File: config.mk
export PLATFORM = sky130hd
export DESIGN_NAME = dsc_core
export DESIGN_NICKNAME = d
export VERILOG_FILES = /design/src/rtl/dsc_pkg.sv /design/src/rtl/dsc_rate_gen.sv /design/src/rtl/dsc_core.sv
export VERILOG_INCLUDE_DIRS = /design/src /design/src/rtl
export SDC_FILE = /design/constraint.sdc
export NUM_CORES = 1
export LEC_CHECK = 0
export BUFFER_PORTS_ARGS = -buffer_cell sky130_fd_sc_hd__buf_2
export CORE_MARGIN = 2
export CORE_UTILIZATION = 27
export DETAILED_ROUTE_END_ITERATION = 10
export SLEW_MARGIN = 10
export SYNTH_ARGS = -nofsm -noshare
export SYNTH_HDL_FRONTEND = slang
export SYNTH_SLANG_ARGS = --single-unit
export TNS_END_PERCENT = 50
File: constraint.sdc
create_clock -name clock_i -period 4.28 [get_ports clock_i]
set_input_delay 0.856 -clock clock_i [delete_from_list [all_inputs] [get_ports clock_i]]
set_output_delay 0.856 -clock clock_i [all_outputs]
set_load 0.02 [all_outputs]
File: src/rtl/dsc_params.svh
/*
  Constants of the serial channel core: register offsets, field
  positions, reset values, status codes and 16X timing counts.
  Assumes it is included by bare name from rtl/ files only.
*/
`ifndef DSC_PARAMS_SVH
`define DSC_PARAMS_SVH

// ----------------------------------------------------------------
// Register offsets
// ----------------------------------------------------------------
`define DSC_ADDR_DATA      3'h0
`define DSC_ADDR_IER       3'h1
`define DSC_ADDR_ISR       3'h2
`define DSC_ADDR_LCR       3'h3
`define DSC_ADDR_MCR       3'h4
`define DSC_ADDR_LSR       3'h5
`define DSC_ADDR_MSR       3'h6
`define DSC_ADDR_SPR       3'h7

// ----------------------------------------------------------------
// Field positions
// ----------------------------------------------------------------
`define DSC_LCR_DLAB       7
`define DSC_LCR_BREAK      6
`define DSC_LCR_STICK      5
`define DSC_LCR_EVEN       4
`define DSC_LCR_PEN        3
`define DSC_LCR_STOP2      2
`define DSC_IER_RXD        0
`define DSC_IER_THRE       1
`define DSC_IER_LINE       2
`define DSC_IER_MODEM      3
`define DSC_MCR_DTR        0
`define DSC_MCR_RTS        1
`define DSC_MCR_OP2        3

// ----------------------------------------------------------------
// Reset values
// ----------------------------------------------------------------
`define DSC_LCR_RST        8'h00
`define DSC_IER_RST        4'h0
`define DSC_MCR_RST        5'h00
`define DSC_SPR_RST        8'hff
`define DSC_DLL_RST        8'h01
`define DSC_DLM_RST        8'h00

// ----------------------------------------------------------------
// Interrupt source codes
// ----------------------------------------------------------------
`define DSC_ISR_NONE       4'h1
`define DSC_ISR_LINE       4'h6
`define DSC_ISR_RXD        4'h4
`define DSC_ISR_THRE       4'h2
`define DSC_ISR_MODEM      4'h0

// ----------------------------------------------------------------
// 16X timing: centre and last tick of a bit; base of the last data bit index
// ----------------------------------------------------------------
`define DSC_TICK_MID       4'h7
`define DSC_TICK_LAST      4'hf
`define DSC_WORD_BASE      3'h4

`endif

File: src/rtl/dsc_pkg.sv
/*
  Types of the serial channel core: transmitter and receiver states.
  Assumes nothing beyond a SystemVerilog compiler.
*/
package dsc_pkg;

  typedef enum logic [2:0] {
    TX_IDLE, TX_START, TX_DATA, TX_PARITY, TX_STOP
  } dsc_tx_state_type;

  typedef enum logic [2:0] {
    RX_IDLE, RX_START, RX_DATA, RX_PARITY, RX_STOP
  } dsc_rx_state_type;

endpackage : dsc_pkg

File: src/rtl/dsc_rate_gen.sv
/*
  Rate generator: divides oscillator ticks by a 16-bit divisor and
  emits a one-cycle 16X enable pulse.
  Assumes osc_tick_i is a one-cycle pulse on clock_i and that the
  reset is already synchronised.
*/
`timescale 1ns/100ps
`include "dsc_params.svh"

module dsc_rate_gen (
  input  wire logic        clock_i,
  input  wire logic        rst_b_i,
  input  wire logic        osc_tick_i,
  input  wire logic [15:0] divisor_i,
  output logic             tick16_o
);

  logic [15:0] cnt_ff;
  logic [15:0] cnt_plus;
  logic        wrap;
  logic [15:0] nxt_cnt;
  logic        nxt_tick;
  logic        tick_ff;

  // A divisor of zero stops the 16X clock rather than wrapping
  assign cnt_plus = cnt_ff + 16'h0001;
  assign wrap     = (cnt_plus >= divisor_i);
  assign nxt_cnt  = !osc_tick_i ? cnt_ff : (wrap ? 16'h0000 : cnt_plus);
  assign nxt_tick = osc_tick_i & (divisor_i != 16'h0000) & wrap;

  always_ff @(posedge clock_i or negedge rst_b_i) begin
    if (!rst_b_i) begin
      cnt_ff  <= 16'h0000;
      tick_ff <= 1'b0;
    end else begin
      cnt_ff  <= nxt_cnt;
      tick_ff <= nxt_tick;
    end
  end

  assign tick16_o = tick_ff;

endmodule : dsc_rate_gen

File: src/rtl/dsc_core.sv
/*
  One channel of a dual asynchronous serial controller: register file,
  transmitter, receiver, modem status and interrupt output.
  Assumes one 50 MHz clock, a register port with one-cycle strobes and
  an oscillator input of at most 24 MHz sampled as a plain pin.
*/
// Decided for this implementation: the register addresses and the strobed register port.
`timescale 1ns/100ps
`include "dsc_params.svh"

module dsc_core
  import dsc_pkg::*;
(
  input  wire logic       clock_i,
  input  wire logic       rst_b_i,
  input  wire logic [2:0] addr_i,
  input  wire logic [7:0] wdata_i,
  input  wire logic       wr_i,
  input  wire logic       rd_i,
  input  wire logic       rx_i,
  input  wire logic       osc_in_i,
  input  wire logic [3:0] modem_in_b_i,
  output logic      [7:0] rdata_o,
  output logic            tx_o,
  output logic            irq_o,
  output logic            osc_out_o,
  output logic            rts_b_o,
  output logic            dtr_b_o,
  output logic            op2_b_o
);

  // ----------------------------------------------------------------
  // Reset release and pin synchronisers
  // ----------------------------------------------------------------
  logic       rst_s1_ff;
  logic       rst_s2_ff;
  logic       rst_n;
  logic [2:0] osc_sync_ff;
  logic [2:0] rx_sync_ff;
  logic [3:0] mdm_s1_ff;
  logic [3:0] mdm_s2_ff;
  logic [3:0] mdm_prev_ff;

  always_ff @(posedge clock_i or negedge rst_b_i) begin
    if (!rst_b_i) begin
      rst_s1_ff <= 1'b0;
      rst_s2_ff <= 1'b0;
    end else begin
      rst_s1_ff <= 1'b1;
      rst_s2_ff <= rst_s1_ff;
    end
  end

  assign rst_n = rst_s2_ff;

  // Third stage only feeds edge detectors, never the first stage
  always_ff @(posedge clock_i or negedge rst_n) begin
    if (!rst_n) begin
      osc_sync_ff <= 3'h0;
      rx_sync_ff  <= 3'h7;
      mdm_s1_ff   <= 4'hf;
      mdm_s2_ff   <= 4'hf;
      mdm_prev_ff <= 4'hf;
    end else begin
      osc_sync_ff <= {osc_sync_ff[1:0], osc_in_i};
      rx_sync_ff  <= {rx_sync_ff[1:0], rx_i};
      mdm_s1_ff   <= modem_in_b_i;
      mdm_s2_ff   <= mdm_s1_ff;
      mdm_prev_ff <= mdm_s2_ff;
    end
  end

  // ----------------------------------------------------------------
  // Register file
  // ----------------------------------------------------------------
  logic [7:0] lcr_ff;
  logic [3:0] ier_ff;
  logic [4:0] mcr_ff;
  logic [7:0] spr_ff;
  logic [7:0] dll_ff;
  logic [7:0] dlm_ff;
  logic       dlab;
  logic       sel_data;
  logic       sel_ier;
  logic       wr_thr;
  logic       wr_dll;
  logic       wr_dlm;
  logic       wr_ier;
  logic       wr_lcr;
  logic       wr_mcr;
  logic       wr_spr;
  logic       rd_rhr;
  logic       rd_lsr;
  logic       rd_msr;

  assign dlab     = lcr_ff[`DSC_LCR_DLAB];
  assign sel_data = (addr_i == `DSC_ADDR_DATA);
  assign sel_ier  = (addr_i == `DSC_ADDR_IER);
  assign wr_thr   = wr_i & sel_data & ~dlab;
  assign wr_dll   = wr_i & sel_data & dlab;
  assign wr_dlm   = wr_i & sel_ier & dlab;
  assign wr_ier   = wr_i & sel_ier & ~dlab;
  assign wr_lcr   = wr_i & (addr_i == `DSC_ADDR_LCR);
  assign wr_mcr   = wr_i & (addr_i == `DSC_ADDR_MCR);
  assign wr_spr   = wr_i & (addr_i == `DSC_ADDR_SPR);
  assign rd_rhr   = rd_i & sel_data & ~dlab;
  assign rd_lsr   = rd_i & (addr_i == `DSC_ADDR_LSR);
  assign rd_msr   = rd_i & (addr_i == `DSC_ADDR_MSR);

  // Bus logic runs on the system clock, so no oscillator is needed
  always_ff @(posedge clock_i or negedge rst_n) begin
    if (!rst_n) begin
      lcr_ff <= `DSC_LCR_RST;
      ier_ff <= `DSC_IER_RST;
      mcr_ff <= `DSC_MCR_RST;
      spr_ff <= `DSC_SPR_RST;
      dll_ff <= `DSC_DLL_RST;
      dlm_ff <= `DSC_DLM_RST;
    end else begin
      if (wr_lcr) lcr_ff <= wdata_i;
      if (wr_ier) ier_ff <= wdata_i[3:0];
      if (wr_mcr) mcr_ff <= wdata_i[4:0];
      if (wr_spr) spr_ff <= wdata_i;
      if (wr_dll) dll_ff <= wdata_i;
      if (wr_dlm) dlm_ff <= wdata_i;
    end
  end

  // ----------------------------------------------------------------
  // Rate generator shared by both directions
  // ----------------------------------------------------------------
  logic osc_tick;
  logic tick16;

  // 24 MHz stays below half of the 50 MHz sampling clock
  assign osc_tick = osc_sync_ff[1] & ~osc_sync_ff[2];

  dsc_rate_gen u_rate_generator (
    .clock_i    (clock_i),
    .rst_b_i    (rst_n),
    .osc_tick_i (osc_tick),
    .divisor_i  ({dlm_ff, dll_ff}),
    .tick16_o   (tick16)
  );

  // ----------------------------------------------------------------
  // Frame format shared by transmitter and receiver
  // ----------------------------------------------------------------
  logic [2:0] word_last;
  logic       par_en;

  assign word_last = `DSC_WORD_BASE + {1'b0, lcr_ff[1:0]};
  assign par_en    = lcr_ff[`DSC_LCR_PEN];

  function automatic logic par_bit(input logic acc, input logic [7:0] l);
    par_bit = l[`DSC_LCR_STICK] ? ~l[`DSC_LCR_EVEN]
                                : (l[`DSC_LCR_EVEN] ? acc : ~acc);
  endfunction : par_bit

  // ----------------------------------------------------------------
  // Transmitter
  // ----------------------------------------------------------------
  dsc_tx_state_type tx_state_ff;
  dsc_tx_state_type nxt_tx_state;
  logic [7:0] tx_holding_reg_ff;
  logic       thr_full_ff;
  logic [7:0] tx_shifter_ff;
  logic [3:0] tx_cnt_ff;
  logic [2:0] tx_bit_ff;
  logic       tx_par_ff;
  logic       tx_line_ff;
  logic       tx_end;
  logic       tx_load;
  logic       tx_chg;
  logic       nxt_tx_line;

  assign tx_end  = tick16 & (tx_cnt_ff == `DSC_TICK_LAST);
  assign tx_load = (tx_state_ff == TX_IDLE) & thr_full_ff;
  assign tx_chg  = (nxt_tx_state != tx_state_ff);

  always_comb begin
    nxt_tx_state = tx_state_ff;
    case (tx_state_ff)
      TX_IDLE:   if (thr_full_ff) nxt_tx_state = TX_START;
      TX_START:  if (tx_end) nxt_tx_state = TX_DATA;
      TX_DATA:   if (tx_end && tx_bit_ff == word_last)
                   nxt_tx_state = par_en ? TX_PARITY : TX_STOP;
      TX_PARITY: if (tx_end) nxt_tx_state = TX_STOP;
      TX_STOP:   if (tx_end && (!lcr_ff[`DSC_LCR_STOP2] ||
                                tx_bit_ff == 3'h1))
                   nxt_tx_state = TX_IDLE;
      default:   nxt_tx_state = TX_IDLE;
    endcase
  end

  // Break holds the line low without disturbing the frame timing
  assign nxt_tx_line = lcr_ff[`DSC_LCR_BREAK] ? 1'b0 :
                       (tx_state_ff == TX_START)  ? 1'b0 :
                       (tx_state_ff == TX_DATA)   ? tx_shifter_ff[0] :
                       (tx_state_ff == TX_PARITY) ?
                         par_bit(tx_par_ff, lcr_ff) : 1'b1;

  // A write in the load cycle refills the holding stage at once
  always_ff @(posedge clock_i or negedge rst_n) begin
    if (!rst_n) begin
      tx_holding_reg_ff <= 8'h00;
      thr_full_ff       <= 1'b0;
    end else if (wr_thr) begin
      tx_holding_reg_ff <= wdata_i;
      thr_full_ff       <= 1'b1;
    end else if (tx_load) begin
      thr_full_ff       <= 1'b0;
    end
  end

  always_ff @(posedge clock_i or negedge rst_n) begin
    if (!rst_n) begin
      tx_state_ff <= TX_IDLE;
      tx_line_ff  <= 1'b1;
      tx_cnt_ff   <= 4'h0;
      tx_bit_ff   <= 3'h0;
    end else begin
      tx_state_ff <= nxt_tx_state;
      tx_line_ff  <= nxt_tx_line;
      tx_cnt_ff   <= (tx_state_ff == TX_IDLE) ? 4'h0
                                              : tx_cnt_ff + {3'h0, tick16};
      tx_bit_ff   <= tx_chg ? 3'h0 : tx_bit_ff + {2'h0, tx_end};
    end
  end

  always_ff @(posedge clock_i or negedge rst_n) begin
    if (!rst_n) begin
      tx_shifter_ff <= 8'h00;
      tx_par_ff     <= 1'b0;
    end else if (tx_load) begin
      tx_shifter_ff <= tx_holding_reg_ff;
      tx_par_ff     <= 1'b0;
    end else if (tx_end && tx_state_ff == TX_DATA) begin
      tx_shifter_ff <= {1'b0, tx_shifter_ff[7:1]};
      tx_par_ff     <= tx_par_ff ^ tx_shifter_ff[0];
    end
  end

  // ----------------------------------------------------------------
  // Receiver
  // ----------------------------------------------------------------
  dsc_rx_state_type rx_state_ff;
  dsc_rx_state_type nxt_rx_state;
  logic       rx_in;
  logic       rx_fall;
  logic [3:0] rx_cnt_ff;
  logic [2:0] rx_bit_ff;
  logic [7:0] rx_shifter_ff;
  logic       rx_par_ff;
  logic       rx_mark_ff;
  logic       rx_pe_ff;
  logic       rx_mid;
  logic       rx_end;
  logic       rx_chg;
  logic       rx_done;
  logic       rx_accept;
  logic [7:0] rx_holding_reg_ff;
  logic [2:0] rx_tags_ff;
  logic       data_ready_ff;
  logic       overrun_ff;

  assign rx_in   = rx_sync_ff[1];
  assign rx_fall = rx_sync_ff[2] & ~rx_in;
  assign rx_mid  = tick16 & (rx_cnt_ff == `DSC_TICK_MID);
  assign rx_end  = tick16 & (rx_cnt_ff == `DSC_TICK_LAST);
  assign rx_chg  = (nxt_rx_state != rx_state_ff);

  always_comb begin
    nxt_rx_state = rx_state_ff;
    case (rx_state_ff)
      RX_IDLE:   if (rx_fall) nxt_rx_state = RX_START;
      RX_START:  if (rx_mid)
                   nxt_rx_state = rx_in ? RX_IDLE : RX_DATA;
      RX_DATA:   if (rx_end && rx_bit_ff == word_last)
                   nxt_rx_state = par_en ? RX_PARITY : RX_STOP;
      RX_PARITY: if (rx_end) nxt_rx_state = RX_STOP;
      RX_STOP:   if (rx_end) nxt_rx_state = RX_IDLE;
      default:   nxt_rx_state = RX_IDLE;
    endcase
  end

  // Counter restarts on each state change, so the centre is kept
  always_ff @(posedge clock_i or negedge rst_n) begin
    if (!rst_n) begin
      rx_state_ff <= RX_IDLE;
      rx_cnt_ff   <= 4'h0;
      rx_bit_ff   <= 3'h0;
    end else begin
      rx_state_ff <= nxt_rx_state;
      rx_cnt_ff   <= (rx_chg || rx_state_ff == RX_IDLE) ? 4'h0
                     : rx_cnt_ff + {3'h0, tick16};
      rx_bit_ff   <= rx_chg ? 3'h0 : rx_bit_ff + {2'h0, rx_end};
    end
  end

  always_ff @(posedge clock_i or negedge rst_n) begin
    if (!rst_n) begin
      rx_shifter_ff <= 8'h00;
      rx_par_ff     <= 1'b0;
      rx_mark_ff    <= 1'b0;
      rx_pe_ff      <= 1'b0;
    end else if (rx_state_ff == RX_START) begin
      rx_shifter_ff <= 8'h00;
      rx_par_ff     <= 1'b0;
      rx_mark_ff    <= 1'b0;
      rx_pe_ff      <= 1'b0;
    end else if (rx_end && rx_state_ff == RX_DATA) begin
      rx_shifter_ff[rx_bit_ff] <= rx_in;
      rx_par_ff     <= rx_par_ff ^ rx_in;
      rx_mark_ff    <= rx_mark_ff | rx_in;
    end else if (rx_end && rx_state_ff == RX_PARITY) begin
      rx_pe_ff      <= (rx_in != par_bit(rx_par_ff, lcr_ff));
      rx_mark_ff    <= rx_mark_ff | rx_in;
    end
  end

  // ----------------------------------------------------------------
  // Receive holding stage: byte plus three error tags
  // ----------------------------------------------------------------
  // A read in the completion cycle frees the stage for the new byte
  assign rx_done   = rx_end & (rx_state_ff == RX_STOP);
  assign rx_accept = rx_done & (~data_ready_ff | rd_rhr);

  always_ff @(posedge clock_i or negedge rst_n) begin
    if (!rst_n) begin
      rx_holding_reg_ff <= 8'h00;
      rx_tags_ff        <= 3'h0;
      data_ready_ff     <= 1'b0;
    end else if (rx_accept) begin
      rx_holding_reg_ff <= rx_shifter_ff;
      rx_tags_ff        <= {~(rx_mark_ff | rx_in), ~rx_in, rx_pe_ff};
      data_ready_ff     <= 1'b1;
    end else if (rd_rhr) begin
      rx_tags_ff        <= 3'h0;
      data_ready_ff     <= 1'b0;
    end
  end

  // Overrun set wins over the clear caused by a status read
  always_ff @(posedge clock_i or negedge rst_n) begin
    if (!rst_n) overrun_ff <= 1'b0;
    else overrun_ff <= (rx_done & data_ready_ff & ~rd_rhr) |
                       (overrun_ff & ~rd_lsr);
  end

  // ----------------------------------------------------------------
  // Modem status with change flags
  // ----------------------------------------------------------------
  logic [3:0] delta_ff;

  always_ff @(posedge clock_i or negedge rst_n) begin
    if (!rst_n) delta_ff <= 4'h0;
    else delta_ff <= (mdm_s2_ff ^ mdm_prev_ff) | (delta_ff & ~{4{rd_msr}});
  end

  // ----------------------------------------------------------------
  // Status, interrupt source and read data
  // ----------------------------------------------------------------
  logic       thr_empty;
  logic       tx_all_empty;
  logic [7:0] line_status;
  logic [7:0] modem_status;
  logic       line_irq;
  logic       rxd_irq;
  logic       thre_irq;
  logic       modem_irq;
  logic [3:0] irq_source;
  logic [7:0] rd_mux;
  logic [7:0] rdata_ff;
  logic       irq_ff;
  logic       osc_out_ff;
  logic       dtr_b_ff;
  logic       rts_b_ff;
  logic       op2_b_ff;

  assign thr_empty    = ~thr_full_ff;
  assign tx_all_empty = thr_empty & (tx_state_ff == TX_IDLE);
  assign line_status  = {1'b0, tx_all_empty, thr_empty, rx_tags_ff,
                         overrun_ff, data_ready_ff};
  assign modem_status = {~mdm_s2_ff, delta_ff};

  assign line_irq  = ier_ff[`DSC_IER_LINE] & (overrun_ff | |rx_tags_ff);
  assign rxd_irq   = ier_ff[`DSC_IER_RXD] & data_ready_ff;
  assign thre_irq  = ier_ff[`DSC_IER_THRE] & thr_empty;
  assign modem_irq = ier_ff[`DSC_IER_MODEM] & |delta_ff;

  assign irq_source = line_irq  ? `DSC_ISR_LINE  :
                      rxd_irq   ? `DSC_ISR_RXD   :
                      thre_irq  ? `DSC_ISR_THRE  :
                      modem_irq ? `DSC_ISR_MODEM : `DSC_ISR_NONE;

  assign rd_mux =
    (addr_i == `DSC_ADDR_DATA) ? (dlab ? dll_ff : rx_holding_reg_ff) :
    (addr_i == `DSC_ADDR_IER)  ? (dlab ? dlm_ff : {4'h0, ier_ff})    :
    (addr_i == `DSC_ADDR_ISR)  ? {4'h0, irq_source}                   :
    (addr_i == `DSC_ADDR_LCR)  ? lcr_ff                               :
    (addr_i == `DSC_ADDR_MCR)  ? {3'h0, mcr_ff}                       :
    (addr_i == `DSC_ADDR_LSR)  ? line_status                          :
    (addr_i == `DSC_ADDR_MSR)  ? modem_status : spr_ff;

  always_ff @(posedge clock_i or negedge rst_n) begin
    if (!rst_n) begin
      rdata_ff   <= 8'h00;
      irq_ff     <= 1'b0;
      osc_out_ff <= 1'b0;
      dtr_b_ff   <= 1'b1;
      rts_b_ff   <= 1'b1;
      op2_b_ff   <= 1'b1;
    end else begin
      rdata_ff   <= rd_i ? rd_mux : 8'h00;
      irq_ff     <= (irq_source != `DSC_ISR_NONE);
      osc_out_ff <= ~osc_sync_ff[1];
      dtr_b_ff   <= ~mcr_ff[`DSC_MCR_DTR];
      rts_b_ff   <= ~mcr_ff[`DSC_MCR_RTS];
      op2_b_ff   <= ~mcr_ff[`DSC_MCR_OP2];
    end
  end

  assign rdata_o   = rdata_ff;
  assign tx_o      = tx_line_ff;
  assign irq_o     = irq_ff;
  assign osc_out_o = osc_out_ff;
  assign dtr_b_o   = dtr_b_ff;
  assign rts_b_o   = rts_b_ff;
  assign op2_b_o   = op2_b_ff;

endmodule : dsc_core

==> metrics.md, run 1 <==
| Metric | Value |
|---|---|
| Status | completed |
| Crit path cell chain | ha_1 -> nand3_1 -> nor2_1 -> nand4_1 -> xnor2_1 -> ha_1 -> nand4_1 -> nor2_1 -> o221ai_1 -> a211oi_2 -> nor3_1 |
| Period minus WS final | 3260 ps |
| Worst path required time | 4570 ps |
| Clock share of power | a little under two fifths |
| Final WL | 17730 microns |
| Largest family of logic cells by synthesized area | simple AND/OR/NAND/NOR gates |
| Number of port buffers | 34 |
| Post-synthesis register bit count | about 160 |
| Die Y | about 170 microns |
| Reg2reg setup slack | 1020 ps |
| Total Die Area | between 0.02 and 0.03 sq mm |
| Syn_nets | 766 |
| Post-DP HPWL | 12710 microns |
| Post-synth EDFFs | 0 |
| Post-synthesis cell area | roughly 0.0077 sq mm |
| Synth cell types | 58 |
| Clk sinks | 158 |
| Crit path DAT | approximately 3600 ps |
| CTS Buf Count | 17 |
| Synth Area in Adders | 4.071% |
| Register area share after synthesis | about half |
| Max clock buf depth | 2 |
| Sw Pwr | 1275 uW |
| Slowest CP cell | a211oi_2 |
| Fmax | 306.7 MHz |
| Nets | 790 |
| Worst Tran Pin Value | 1007 ps |
| Layout cell share with drive strength beyond 1 | 20.48% |
| Commonest non-fill, non-tap cell in the layout | dfrtp_1 |
| FP Rows | 61 |
| Initial core utilization | between 20% and 30% |
| Top Ports | 35 |
| Hold_buf cts | 0 |
| Final Hold Fails | 0 |
| Area Growth Syn to Fin | 15.00% |
| Via/cell ratio | around 4.8 |
| Critical path startpoint category | flop |
| Antenna Nets Post-Route | 0 |
| Root Buffer Master | clkbuf_16 |
| Post-route DRC | 0 |
| Post-Synth XOR/XNOR Area | 4.674% |
| Max incr delay on CP | about 620 ps |
| Finished Core Util | 31.63% |
| PostCTS Resize Cnt | 0 |
| Initial antenna violation count | 1 |
| Slew Limit Headroom | 32.88% |
| Setup CP Type | reg -> reg |
| CTS tree | yes |
| Cell Area, Placed | 0.008223 sq mm |
| Total Power | about 4300 uW |
| Max Cap Viol | 0 |
| Crit. End Element | flop |
| First-pass GRT wire length | 29050 microns |
| Yosys warning count | 0 |
| GR Overflow Total | 0 |
| Post-CTS Setup Inserts | 0 |
| Worst Hold Class | in -> async |
| Vias in the first global route | 5294 |
| Proportion of synthesized area in mux cells | 10.29% |
| Commonest non-fill, non-tap cells in the layout | 129 x dfrtp_1, 82 x nand2_1, 46 x nor2_1, 46 x mux2_2, 36 x o21ai_0 |
| Core area | 0.02793 sq mm |
| Internal | 3028 uW |
| Simple logic cell fraction of the synthesized area | 15.34% |
| CTS clk-pin slew, worst paths | 70 ps |
| Final setup vio count | 0 |
| Critical path peak fanout | 10 |
| H-Tree Depth | 4 |
| Combinational power share | between 15 and 20% |
| DR vias | 5427 |
| Unrepaired setup endpoints after global routing | no |
| Drt pass-1 iters | 5 |
| Complex-gate fraction of the synthesized area | roughly a tenth |
| Maximum vdd drop | 0.2877 mV |
| Routed len/inst | 15.62 microns |
| Synth Instances | 720 |
| Flop pwr share | 46.9% |
| Setup TNS | 0 ps |
| Drt initial violations | about 350 |
| PD cells | between 400 and 500 mW/mm^2 |
| Crit share post-route | between 70% and 80% |
| Ys flop type | dfrtp_1 |
| GP Congestion | 0.8753 |
| Final Max Tran Viols | 0 |
| Ant. Diodes | 0 |
| Ys async rst share | 100.0% |
| Clock skew | roughly 11 ps |
| Worst skew pair latency | between 400 and 500 ps |
| Leak | 0.003902 uW |
| Pin count of the biggest net entering global routing | 82 |
| Switching share of power | between 20% and 30% |
| Avg Synthesized Cell Area | around 11 sq um |
| GRT Total Usage | approximately an eighth |
| Die Width | 172.7 microns |
| Design Area, Final | about 0.0088 sq mm |
logic make-up after synthesis:
group	count (synthesis)
AOI/OAI and AO/OA	126
xor gates and xnor gates	41
adders and majority gates	25
buffers and inverters	60
DFF	158
muxes	67
other	1
and+or+nand+nor	242
cells in the mapped netlist, types with 2 or more instances:
cell type	n	area (sq um)
nor2_1	46	172.7
o41ai_1	2	17.52
and4_1	5	43.79
nand2_1	82	307.8
mux2i_1	16	160.2
a211oi_1	6	45.04
clkbuf_1	23	86.33
ha_1	25	312.8
nor4_1	6	37.54
o221ai_1	2	17.52
nand2b_1	11	68.82
nor3b_1	4	30.03
or2_2	3	18.77
mux4_2	5	112.6
nor3_1	18	90.09
and3_1	4	25.02
xor2_1	13	113.9
a311oi_1	2	17.52
buf_1	3	11.26
a221oi_1	3	26.28
nand4_1	11	68.82
xnor2_1	28	245.2
a31oi_1	4	25.02
a21oi_1	33	165.2
dfrtp_1	130	3253
o31ai_1	8	60.06
mux2_2	46	518.0
and2_1	13	81.33
dfstp_2	28	735.7
o21ai_1	2	10.01
a21o_1	4	30.03
o211ai_1	3	22.52
nand4b_1	3	26.28
a41o_1	2	20.02
o21ai_0	36	180.2
buf_2	3	15.01
inv_1	29	108.9
a32o_1	4	40.04
buf_6	2	22.52
o21a_1	4	30.03
nor2b_1	5	31.28
nand3_1	23	115.1
or3_1	5	31.28
sequential cells by signal, indices dropped and copies added (netlist names), 4 cells and up:
signal and flops:
dlm_ff 8, u_rate_generator.cnt_ff 16, mdm_prev_ff 4, delta_ff 4
dll_ff 8, mcr_ff 5, mdm_s2_ff 4, tx_cnt_ff 4
ier_ff 4, tx_holding_reg_ff 8, spr_ff 8, rx_shifter_ff 8
mdm_s1_ff 4, rdata_o 8, rx_holding_reg_ff 8, tx_shifter_ff 8
lcr_ff 8, rx_cnt_ff 4
critical path, delay by kind of cell, from the launching register on:
kind            cells  cell delay (ps)
flops               1              440
xor+xnor            1              170
fa+ha+maj           2              560
compound gates      2              820
simple gates        6             1100
layer usage:
layer  share of wire, %  GRT usage (%)
met5              0.039              0
met4                2.4          5.085
met3                4.6          2.924
met2                 44          17.60
met1                 49          17.99
power by group through the flow:
| stage | clock [uW] | combinational [uW] | sequential (uW) |
|---|---|---|---|
| after global routing | 1690 | 794 | 2060 |
| after CTS | 1620 | 709 | 2020 |
| after detailed placement | 0 | 704 | 2050 |
| after floorplan | 0 | 525 | 1970 |
| after global placement | 0 | 682 | 2040 |
| final | 1580 | 703 | 2020 |
per-stage QoR:
stage | hold WS (ps) | worst slack (ps) | cells
floorplan | 331.1 | 1607 | 720
global placement | 333.5 | 1172 | 1103
detailed placement | 336.4 | 1049 | 1103
CTS | 177.4 | 1023 | 1135
global route | 174.4 | 766.3 | 1135
finish | 192.7 | 1020 | 1135
final timing paths:
path,from,end,cells past startpoint
hold / removal,rst_b_i,rst_n,1
hold reg to reg,rst_s1_ff,rst_n,0
setup reg to reg,u_rate_generator.cnt_ff[0],u_rate_generator.cnt_ff[15],11
min in group clock_i,rst_s1_ff,rst_n,0
max in group asynchronous,rst_n,rx_sync_ff[2],1
setup / recovery,u_rate_generator.cnt_ff[0],u_rate_generator.cnt_ff[15],11
layout make-up:
type	instances	area, sq um
clock inverters	13	158.9
fillers	2905	19100
clock buffers	19	454.2
repair buffers	36	197.7
inverters	29	108.9
multi-input cells	502	3451
well taps	378	473.0
flip-flops and latches	158	3993
No activity file was read; power rests on OpenSTA's default activity.
==> inputs of run 2 (changes only) <==
==> constraint.sdc (replaced) <==
create_clock -name clock_i -period 3.3 [get_ports clock_i]
set_input_delay 0.66 -clock clock_i [delete_from_list [all_inputs] [get_ports clock_i]]
set_output_delay 0.66 -clock clock_i [all_outputs]
set_load 0.02 [all_outputs]
==> metrics.md, run 2 (synthesized netlist as in run 1, its figures left out) <==
| Metric | Value |
|---|---|
| Status | completed |
| First-pass GRT wire length | 29730 microns (+2.4%) |
| RR Startpoint | u_rate_generator.cnt_ff[0] |
| Final WL | 17910 microns (+1.0%) |
| Final Hold Fails | 0 (unchanged) |
| CTS tree | yes |
| Pre-CTS setup slack | 70.36 ps (-978.9 ps) |
| Cells on worst reg2reg path | 12 (+1) |
| Commonest non-fill, non-tap cell in the layout | dfrtp_1 |
| Worst Tran Pin Value | 936.9 ps (-69.90 ps) |
| Total Die Area | 0.02982 sq mm (unchanged) |
| Crit. End Element | flop |
| Drt pass-1 iters | 5 (unchanged) |
| Antenna Nets Post-Route | 0 (unchanged) |
| Core area | 0.02793 sq mm (unchanged) |
| Ant. Diodes | 0 (unchanged) |
| Final Max Tran Viols | 0 (unchanged) |
| Area Growth Syn to Fin | 15.57% |
| CTS Buf Count | 17 (unchanged) |
| Max clock buf depth | 2 (unchanged) |
| Critical path peak fanout | 10 (unchanged) |
| DR vias | 5389 (-0.70%) |
| Met3 Usage GRT | 2.639% (-0.29 points) |
| Largest reg by FF count | u_rate_generator.cnt_ff |
| Max incr delay on CP | 450 ps (-170 ps) |
| Initial antenna violation count | 2 (+1) |
| Layout cell share with drive strength beyond 1 | 21.64% (+1.2 points) |
| Hold path depth | 1 |
| H-Tree Depth | 4 (unchanged) |
| Setup TNS | 0 ps (unchanged) |
| GRT Total Usage | 12.52% (+0.14 points) |
| CTS clk-pin slew, worst paths | 70 ps (about the same) |
| Die Y | 172.7 microns (unchanged) |
| Die Width | 172.7 microns (unchanged) |
| Worst Hold Class | in -> reg |
| Setup CP Type | reg -> reg |
| Crit path launch | u_rate_generator.cnt_ff[0] |
| Post-route DRC | 0 (unchanged) |
| Most common cell on crit path | ha_1 |
| Root Buffer Master | clkbuf_16 |
| Total Power | 5390 uW (+25%) |
| Period minus WS final | 2967 ps (-293.2 ps) |
| Clk sinks | 158 (unchanged) |
| Nets | 800 (+1.3%) |
| Reg2reg setup slack | 330 ps (-690 ps) |
| Commonest non-fill, non-tap cells in the layout | 129 x dfrtp_1, 82 x nand2_1, 46 x mux2_2, 45 x nor2_1, 36 x o21ai_0 |
| Hold endpoint | mdm_s1_ff[1] |
| Clock skew | 9.611 ps (-1.548 ps) |
| Slowest CP cell | dfrtp_1 |
| Maximum vdd drop | 0.3965 mV (+38%) |
| PD cells | 607.0 mW/mm^2 (+25%) |
| Crit path DAT | 3280 ps (-270 ps) |
| Worst skew pair latency | 420 ps (about the same) |
| Fmax | 337.0 MHz (+9.9%) |
| Final setup vio count | 0 (unchanged) |
| Post-DP HPWL | 12990 microns (+2.2%) |
| Top Ports | 35 (unchanged) |
| Final Worst Setup Slack | 332.8 ps (-686.8 ps) |
| FP Rows | 61 (unchanged) |
| Leak | 0.003923 uW (+0.52%) |
| Met2 Track Usage GR | 18.94% (+1.3 points) |
| Met1 usage | 18.02% (+0.028 points) |
| Unrepaired setup endpoints after global routing | no |
| Max Cap Viol | 0 (unchanged) |
| Drt initial violations | 416 (+19%) |
| Crit path cell chain | ha_1 -> nand3_1 -> nor2_2 -> nand4_1 -> xnor2_1 -> ha_1 -> a21oi_1 -> nand2_1 -> a211oi_2 -> a211oi_4 -> buf_12 -> o21a_1 |
| Number of port buffers | 34 (unchanged) |
| GR Overflow Total | 0 (unchanged) |
| Pin count of the biggest net entering global routing | 80 (-2.4%) |
| Reg2reg end | u_rate_generator.tick16_o |
| Largest register FFs | 16 (unchanged) |
| Crit share post-route | 89.91% (+14 points) |
| Routed len/inst | 15.64 microns (+0.13%) |
| GP Congestion | 0.8386 (-4.2%) |
| Initial core utilization | 27.51% (unchanged) |
| Via/cell ratio | 4.707 (-1.6%) |
| Slew Limit Headroom | 37.54% (+4.7 points) |
| Vias in the first global route | 5370 (+1.4%) |
| GRT busiest layer | met2 |
| Min-Delay Startpoint | modem_in_b_i[1] |
| Critical path startpoint category | flop |
| Worst path required time | 3610 ps (-960 ps) |
run 2: worst max-delay path by stage:
stage,cells after the start,endpoint
4_1_cts,11,u_rate_generator.cnt_ff[13]
2_1_floorplan,11,u_rate_generator.tick16_o
5_1_grt,12,u_rate_generator.cnt_ff[5]
6_report,12,u_rate_generator.tick16_o
3_5_place_dp,11,u_rate_generator.cnt_ff[13]
3_3_place_gp,11,u_rate_generator.cnt_ff[2]
run 2: repair_timing:
action,CTS,global route
hold endpoints to repair,2,0
resized for setup,0,3
hold buffers,1,0
buffers inserted,0,1
endpoints found under the setup margin,0,14
run 2: area by class of cell:
class	instances	area (sq um)
tap	378	473.0
clock buffer	18	429.2
sequential	158	3993
multi-input combinational	502	3466
fill	2880	19050
timing repair buffer	46	287.8
inverter	29	108.9
clock inverter	14	122.6
run 2: metrics by stage:
stage / util (%) / cell area [sq um] / std cells / hold WS (ps)
final: 31.79 / 8880 / 1145 / 329.3
after floorplan: - / 7685 / 720 / 331.1
after global placement: 29.65 / 8283 / 1111 / 332.2
after global routing: 31.79 / 8880 / 1145 / 307.4
after detailed placement: 29.65 / 8283 / 1111 / 335.8
after CTS: 31.66 / 8845 / 1144 / 305.8
run 2: worst max-delay path, delay by kind of cell, from the launching register on:
kind	cells	cell delay (ps)
AOI/OAI and AO/OA	4	800
and+or+nand+nor	4	680
adders and majority gates	2	540
DFF	1	450
xor gates and xnor gates	1	210
buffers and inverters	1	170
run 2: where the power goes:
part	total, uW	switching (uW)	internal, uW
Clock	1850	861	991
Combinational	928	475	453
Sequential	2610	318	2290
Total	5390	1650	3740
run 2: metal layers:
| layer | up-vias | wire, microns |
|---|---|---|
| li1 | 2604 | - |
| met1 | 2677 | 9066 |
| met2 | 88 | 7959 |
| met3 | 18 | 656 |
| met4 | 2 | 216 |
| met5 | - | 7 |
==> inputs of run 3 (changes only) <==
--- a/config.mk
+++ b/config.mk
@@ -7,6 +7,7 @@
 export NUM_CORES = 1
 export LEC_CHECK = 0
 export BUFFER_PORTS_ARGS = -buffer_cell sky130_fd_sc_hd__buf_2
+export CORE_ASPECT_RATIO = 0.6
 export CORE_MARGIN = 2
 export CORE_UTILIZATION = 27
 export DETAILED_ROUTE_END_ITERATION = 10
==> constraint.sdc (replaced) <==
create_clock -name clock_i -period 3.1 [get_ports clock_i]
set_input_delay 0.62 -clock clock_i [delete_from_list [all_inputs] [get_ports clock_i]]
set_output_delay 0.62 -clock clock_i [all_outputs]
set_load 0.02 [all_outputs]
==> metrics.md, run 3 (synthesized netlist as in run 1, its figures left out) <==
| Metric | Value |
|---|---|
| Via/cell ratio | 4.858 (+3.2%) |
| CTS Buf Count | 17 (unchanged) |
| Initial antenna violation count | 0 (-2) |
| Placed Cells | 1102 (-0.81%) |
| Crit path cell chain | ha_1 -> nand3_2 -> nor2_4 -> nand4_1 -> xnor2_2 -> ha_1 -> a21oi_1 -> nand2_1 -> a211oi_4 -> a211oi_4 -> buf_12 -> o21a_1 |
| Clk sinks | 158 (unchanged) |
| H-Tree Depth | 4 (unchanged) |
| Pin count of the biggest net entering global routing | 79 (-1.3%) |
| Combinational power share | 17.2% (about the same) |
| Critical path peak fanout | 10 (unchanged) |
| GR Overflow Total | 0 (unchanged) |
| Unrepaired setup endpoints after global routing | no |
| Register area | 0.003994 sq mm (about the same) |
| CTS tree | yes |
| Max incr delay on CP | 420 ps (-30 ps) |
| Maximum vdd drop | 0.4345 mV (+9.6%) |
| Slew Limit Headroom | 53.45% (+16 points) |
| Period minus WS final | 2793 ps (-173.9 ps) |
| Leak | 0.003966 uW (+1.1%) |
| Initial core utilization | 27.68% (+0.18 points) |
| Commonest non-fill, non-tap cells in the layout | 128 x dfrtp_1, 82 x nand2_1, 46 x mux2_2, 44 x nor2_1, 36 x o21ai_0 |
| Routed len/inst | 16.69 microns (+6.7%) |
| Final setup vio count | 0 (unchanged) |
| Pre-CTS setup slack | -109.4 ps (-179.8 ps) |
| Clock share of power | 36.6% (+2.2 points) |
| GRT Total Usage | 13.39% (+0.87 points) |
| Crit share post-route | 90.11% (+0.19 points) |
| Setup CP Type | reg -> reg |
| Failing checks | design-rule violations |
| Worst Tran Pin Value | 692.9 ps (-244.0 ps) |
| DR vias | 5519 (+2.4%) |
| Max clock buf depth | 2 (unchanged) |
| Core area | 0.02776 sq mm (-0.64%) |
| Cell family with most CP delay | compound AO/OA/AOI/OAI gates |
| Worst path bufs/invs | 1 (unchanged) |
| Layout cell share with drive strength beyond 1 | 22.76% (+1.1 points) |
| Nets | 802 (+0.25%) |
| Final WL | 18960 microns (+5.9%) |
| Largest reg by FF count | u_rate_generator.cnt_ff |
| Drt pass-1 iters | 7 (+2) |
| Antenna Nets Post-Route | 0 (unchanged) |
| CTS clk-pin slew, worst paths | 70 ps (about the same) |
| Setup TNS | 0 ps (unchanged) |
| Number of port buffers | 34 (unchanged) |
| Die Width | 221.8 microns (+28%) |
| FP Rows | 47 (-23%) |
| Crit. End Element | flop |
| Largest register FFs | 16 (unchanged) |
| Vias in the first global route | 5405 (+0.65%) |
| Internal | 4210 uW (+13%) |
| Slowest CP cell | dfrtp_2 |
| Cell Area, Placed | 0.008284 sq mm (about the same) |
| Drt initial violations | 540 (+30%) |
| Critical path startpoint category | flop |
| Flop pwr share | 46.2% (-2.2 points) |
| Final Max Tran Viols | 0 (unchanged) |
| GP Congestion | 0.8897 (+6.1%) |
| Crit path DAT | 3110 ps (-170 ps) |
| Worst Hold Class | in -> reg |
| Clock skew | 21.33 ps (+11.71 ps) |
| Total Die Area | 0.02987 sq mm (+0.15%) |
| PD cells | 668.1 mW/mm^2 (+10%) |
| Ant. Diodes | 0 (unchanged) |
| Die Y | 134.7 microns (-22%) |
| Total Power | 5999 uW (+11%) |
| Fillers | 2839 (-1.4%) |
| Top Ports | 35 (unchanged) |
| Non-filler instance count after layout | 1136 (-0.79%) |
| Area taken by multi-input logic gates | 0.003503 sq mm (+1.1%) |
| Switching share of power | 29.82% (-0.86 points) |
| Final Hold Fails | 0 (unchanged) |
| First-pass GRT wire length | 30700 microns (+3.2%) |
| Root Buffer Master | clkbuf_16 |
| Status | finished, violations left |
| Max Cap Viol | 0 (unchanged) |
| Commonest non-fill, non-tap cell in the layout | dfrtp_1 |
| Post-DP HPWL | 13670 microns (+5.2%) |
| Worst path required time | 3420 ps (-190 ps) |
| Area Growth Syn to Fin | 16.87% |
| Fmax | 358.0 MHz (+6.2%) |
| Post-route DRC | 2 (+2) |
| Worst skew pair latency | 450 ps (+30 ps) |
| Final Worst Setup Slack | 306.7 ps (-26.11 ps) |
| Sw Pwr | 1789 uW (+8.2%) |
| Design Area, Final | 0.008980 sq mm (+1.1%) |
-- run 3: changes by cell type in the layout (fill, tap and decap cells not counted), moves of 2 or more --
cell | before | now
inv_6 | 7 | 3
clkinvlp_4 | 1 | 3
buf_4 | 9 | 11
bufinv_16 | 0 | 3
-- run 3: power by group through the flow --
stage	Sequential [uW]	Combinational [uW]	Clock [uW]
detailed placement	2800	1000	0
finish	2770	1030	2200
global placement	2790	986	0
CTS	2760	1020	2260
global route	2820	1170	2340
floorplan	2720	725	0
-- run 3: layout make-up --
cell class              count  area share, %
well taps                 367          5.114
multi-input cells         502          39.01
clock buffers              17          4.737
clock inverters            15          2.076
inverters                  29          1.212
flip-flops and latches    158          44.48
repair buffers             48          3.372
-- run 3: per-stage QoR --
stage          utilization (%)  hold WS [ps]
2_1_floorplan                -         324.4
6_report                 32.35         265.6
5_1_grt                  32.35         252.5
3_3_place_gp             29.85         333.6
3_5_place_dp             29.85         332.8
4_1_cts                  32.13         251.8
-- run 3: path summary, 6_finish.rpt --
path	slack [ps]	startpoint	depth (start not counted)	endpoint
setup / recovery	310	u_rate_generator.cnt_ff[0]	12	u_rate_generator.tick16_o
hold / removal	270	modem_in_b_i[0]	1	mdm_s1_ff[0]
setup reg to reg	310	u_rate_generator.cnt_ff[0]	12	u_rate_generator.tick16_o
hold reg to reg	310	rst_n	0	ier_ff[3]
max in group asynchronous	1870	rst_n	1	mdm_prev_ff[2]
min in group asynchronous	310	rst_n	0	ier_ff[3]
-- run 3: routing by layer --
metal	routed length, microns	share of wire [%]	global-route usage (%)
met2	7287	38	17.03
met3	1417	7.5	4.417
met5	0	0	0
met4	175	0.92	3.116
met1	10080	53	21.15
-- run 3: repair_timing --
action	in CTS	in global routing
buffers inserted	0	1
hold buffers	1	0
gates resized for setup	2	9
endpoints found under the setup margin	10	17
pin swaps	0	1
hold endpoints to repair	2	0
-- run 3: worst reg2reg max path, cell delays in order (launching register included) --
cell and delay [ps]:
dfrtp_2 420, ha_1 240, nand3_2 160, nor2_4 170, nand4_1 150, xnor2_2 170, ha_1 310, a21oi_1 140
nand2_1 110, a211oi_4 340, a211oi_4 120, buf_12 170, o21a_1 180
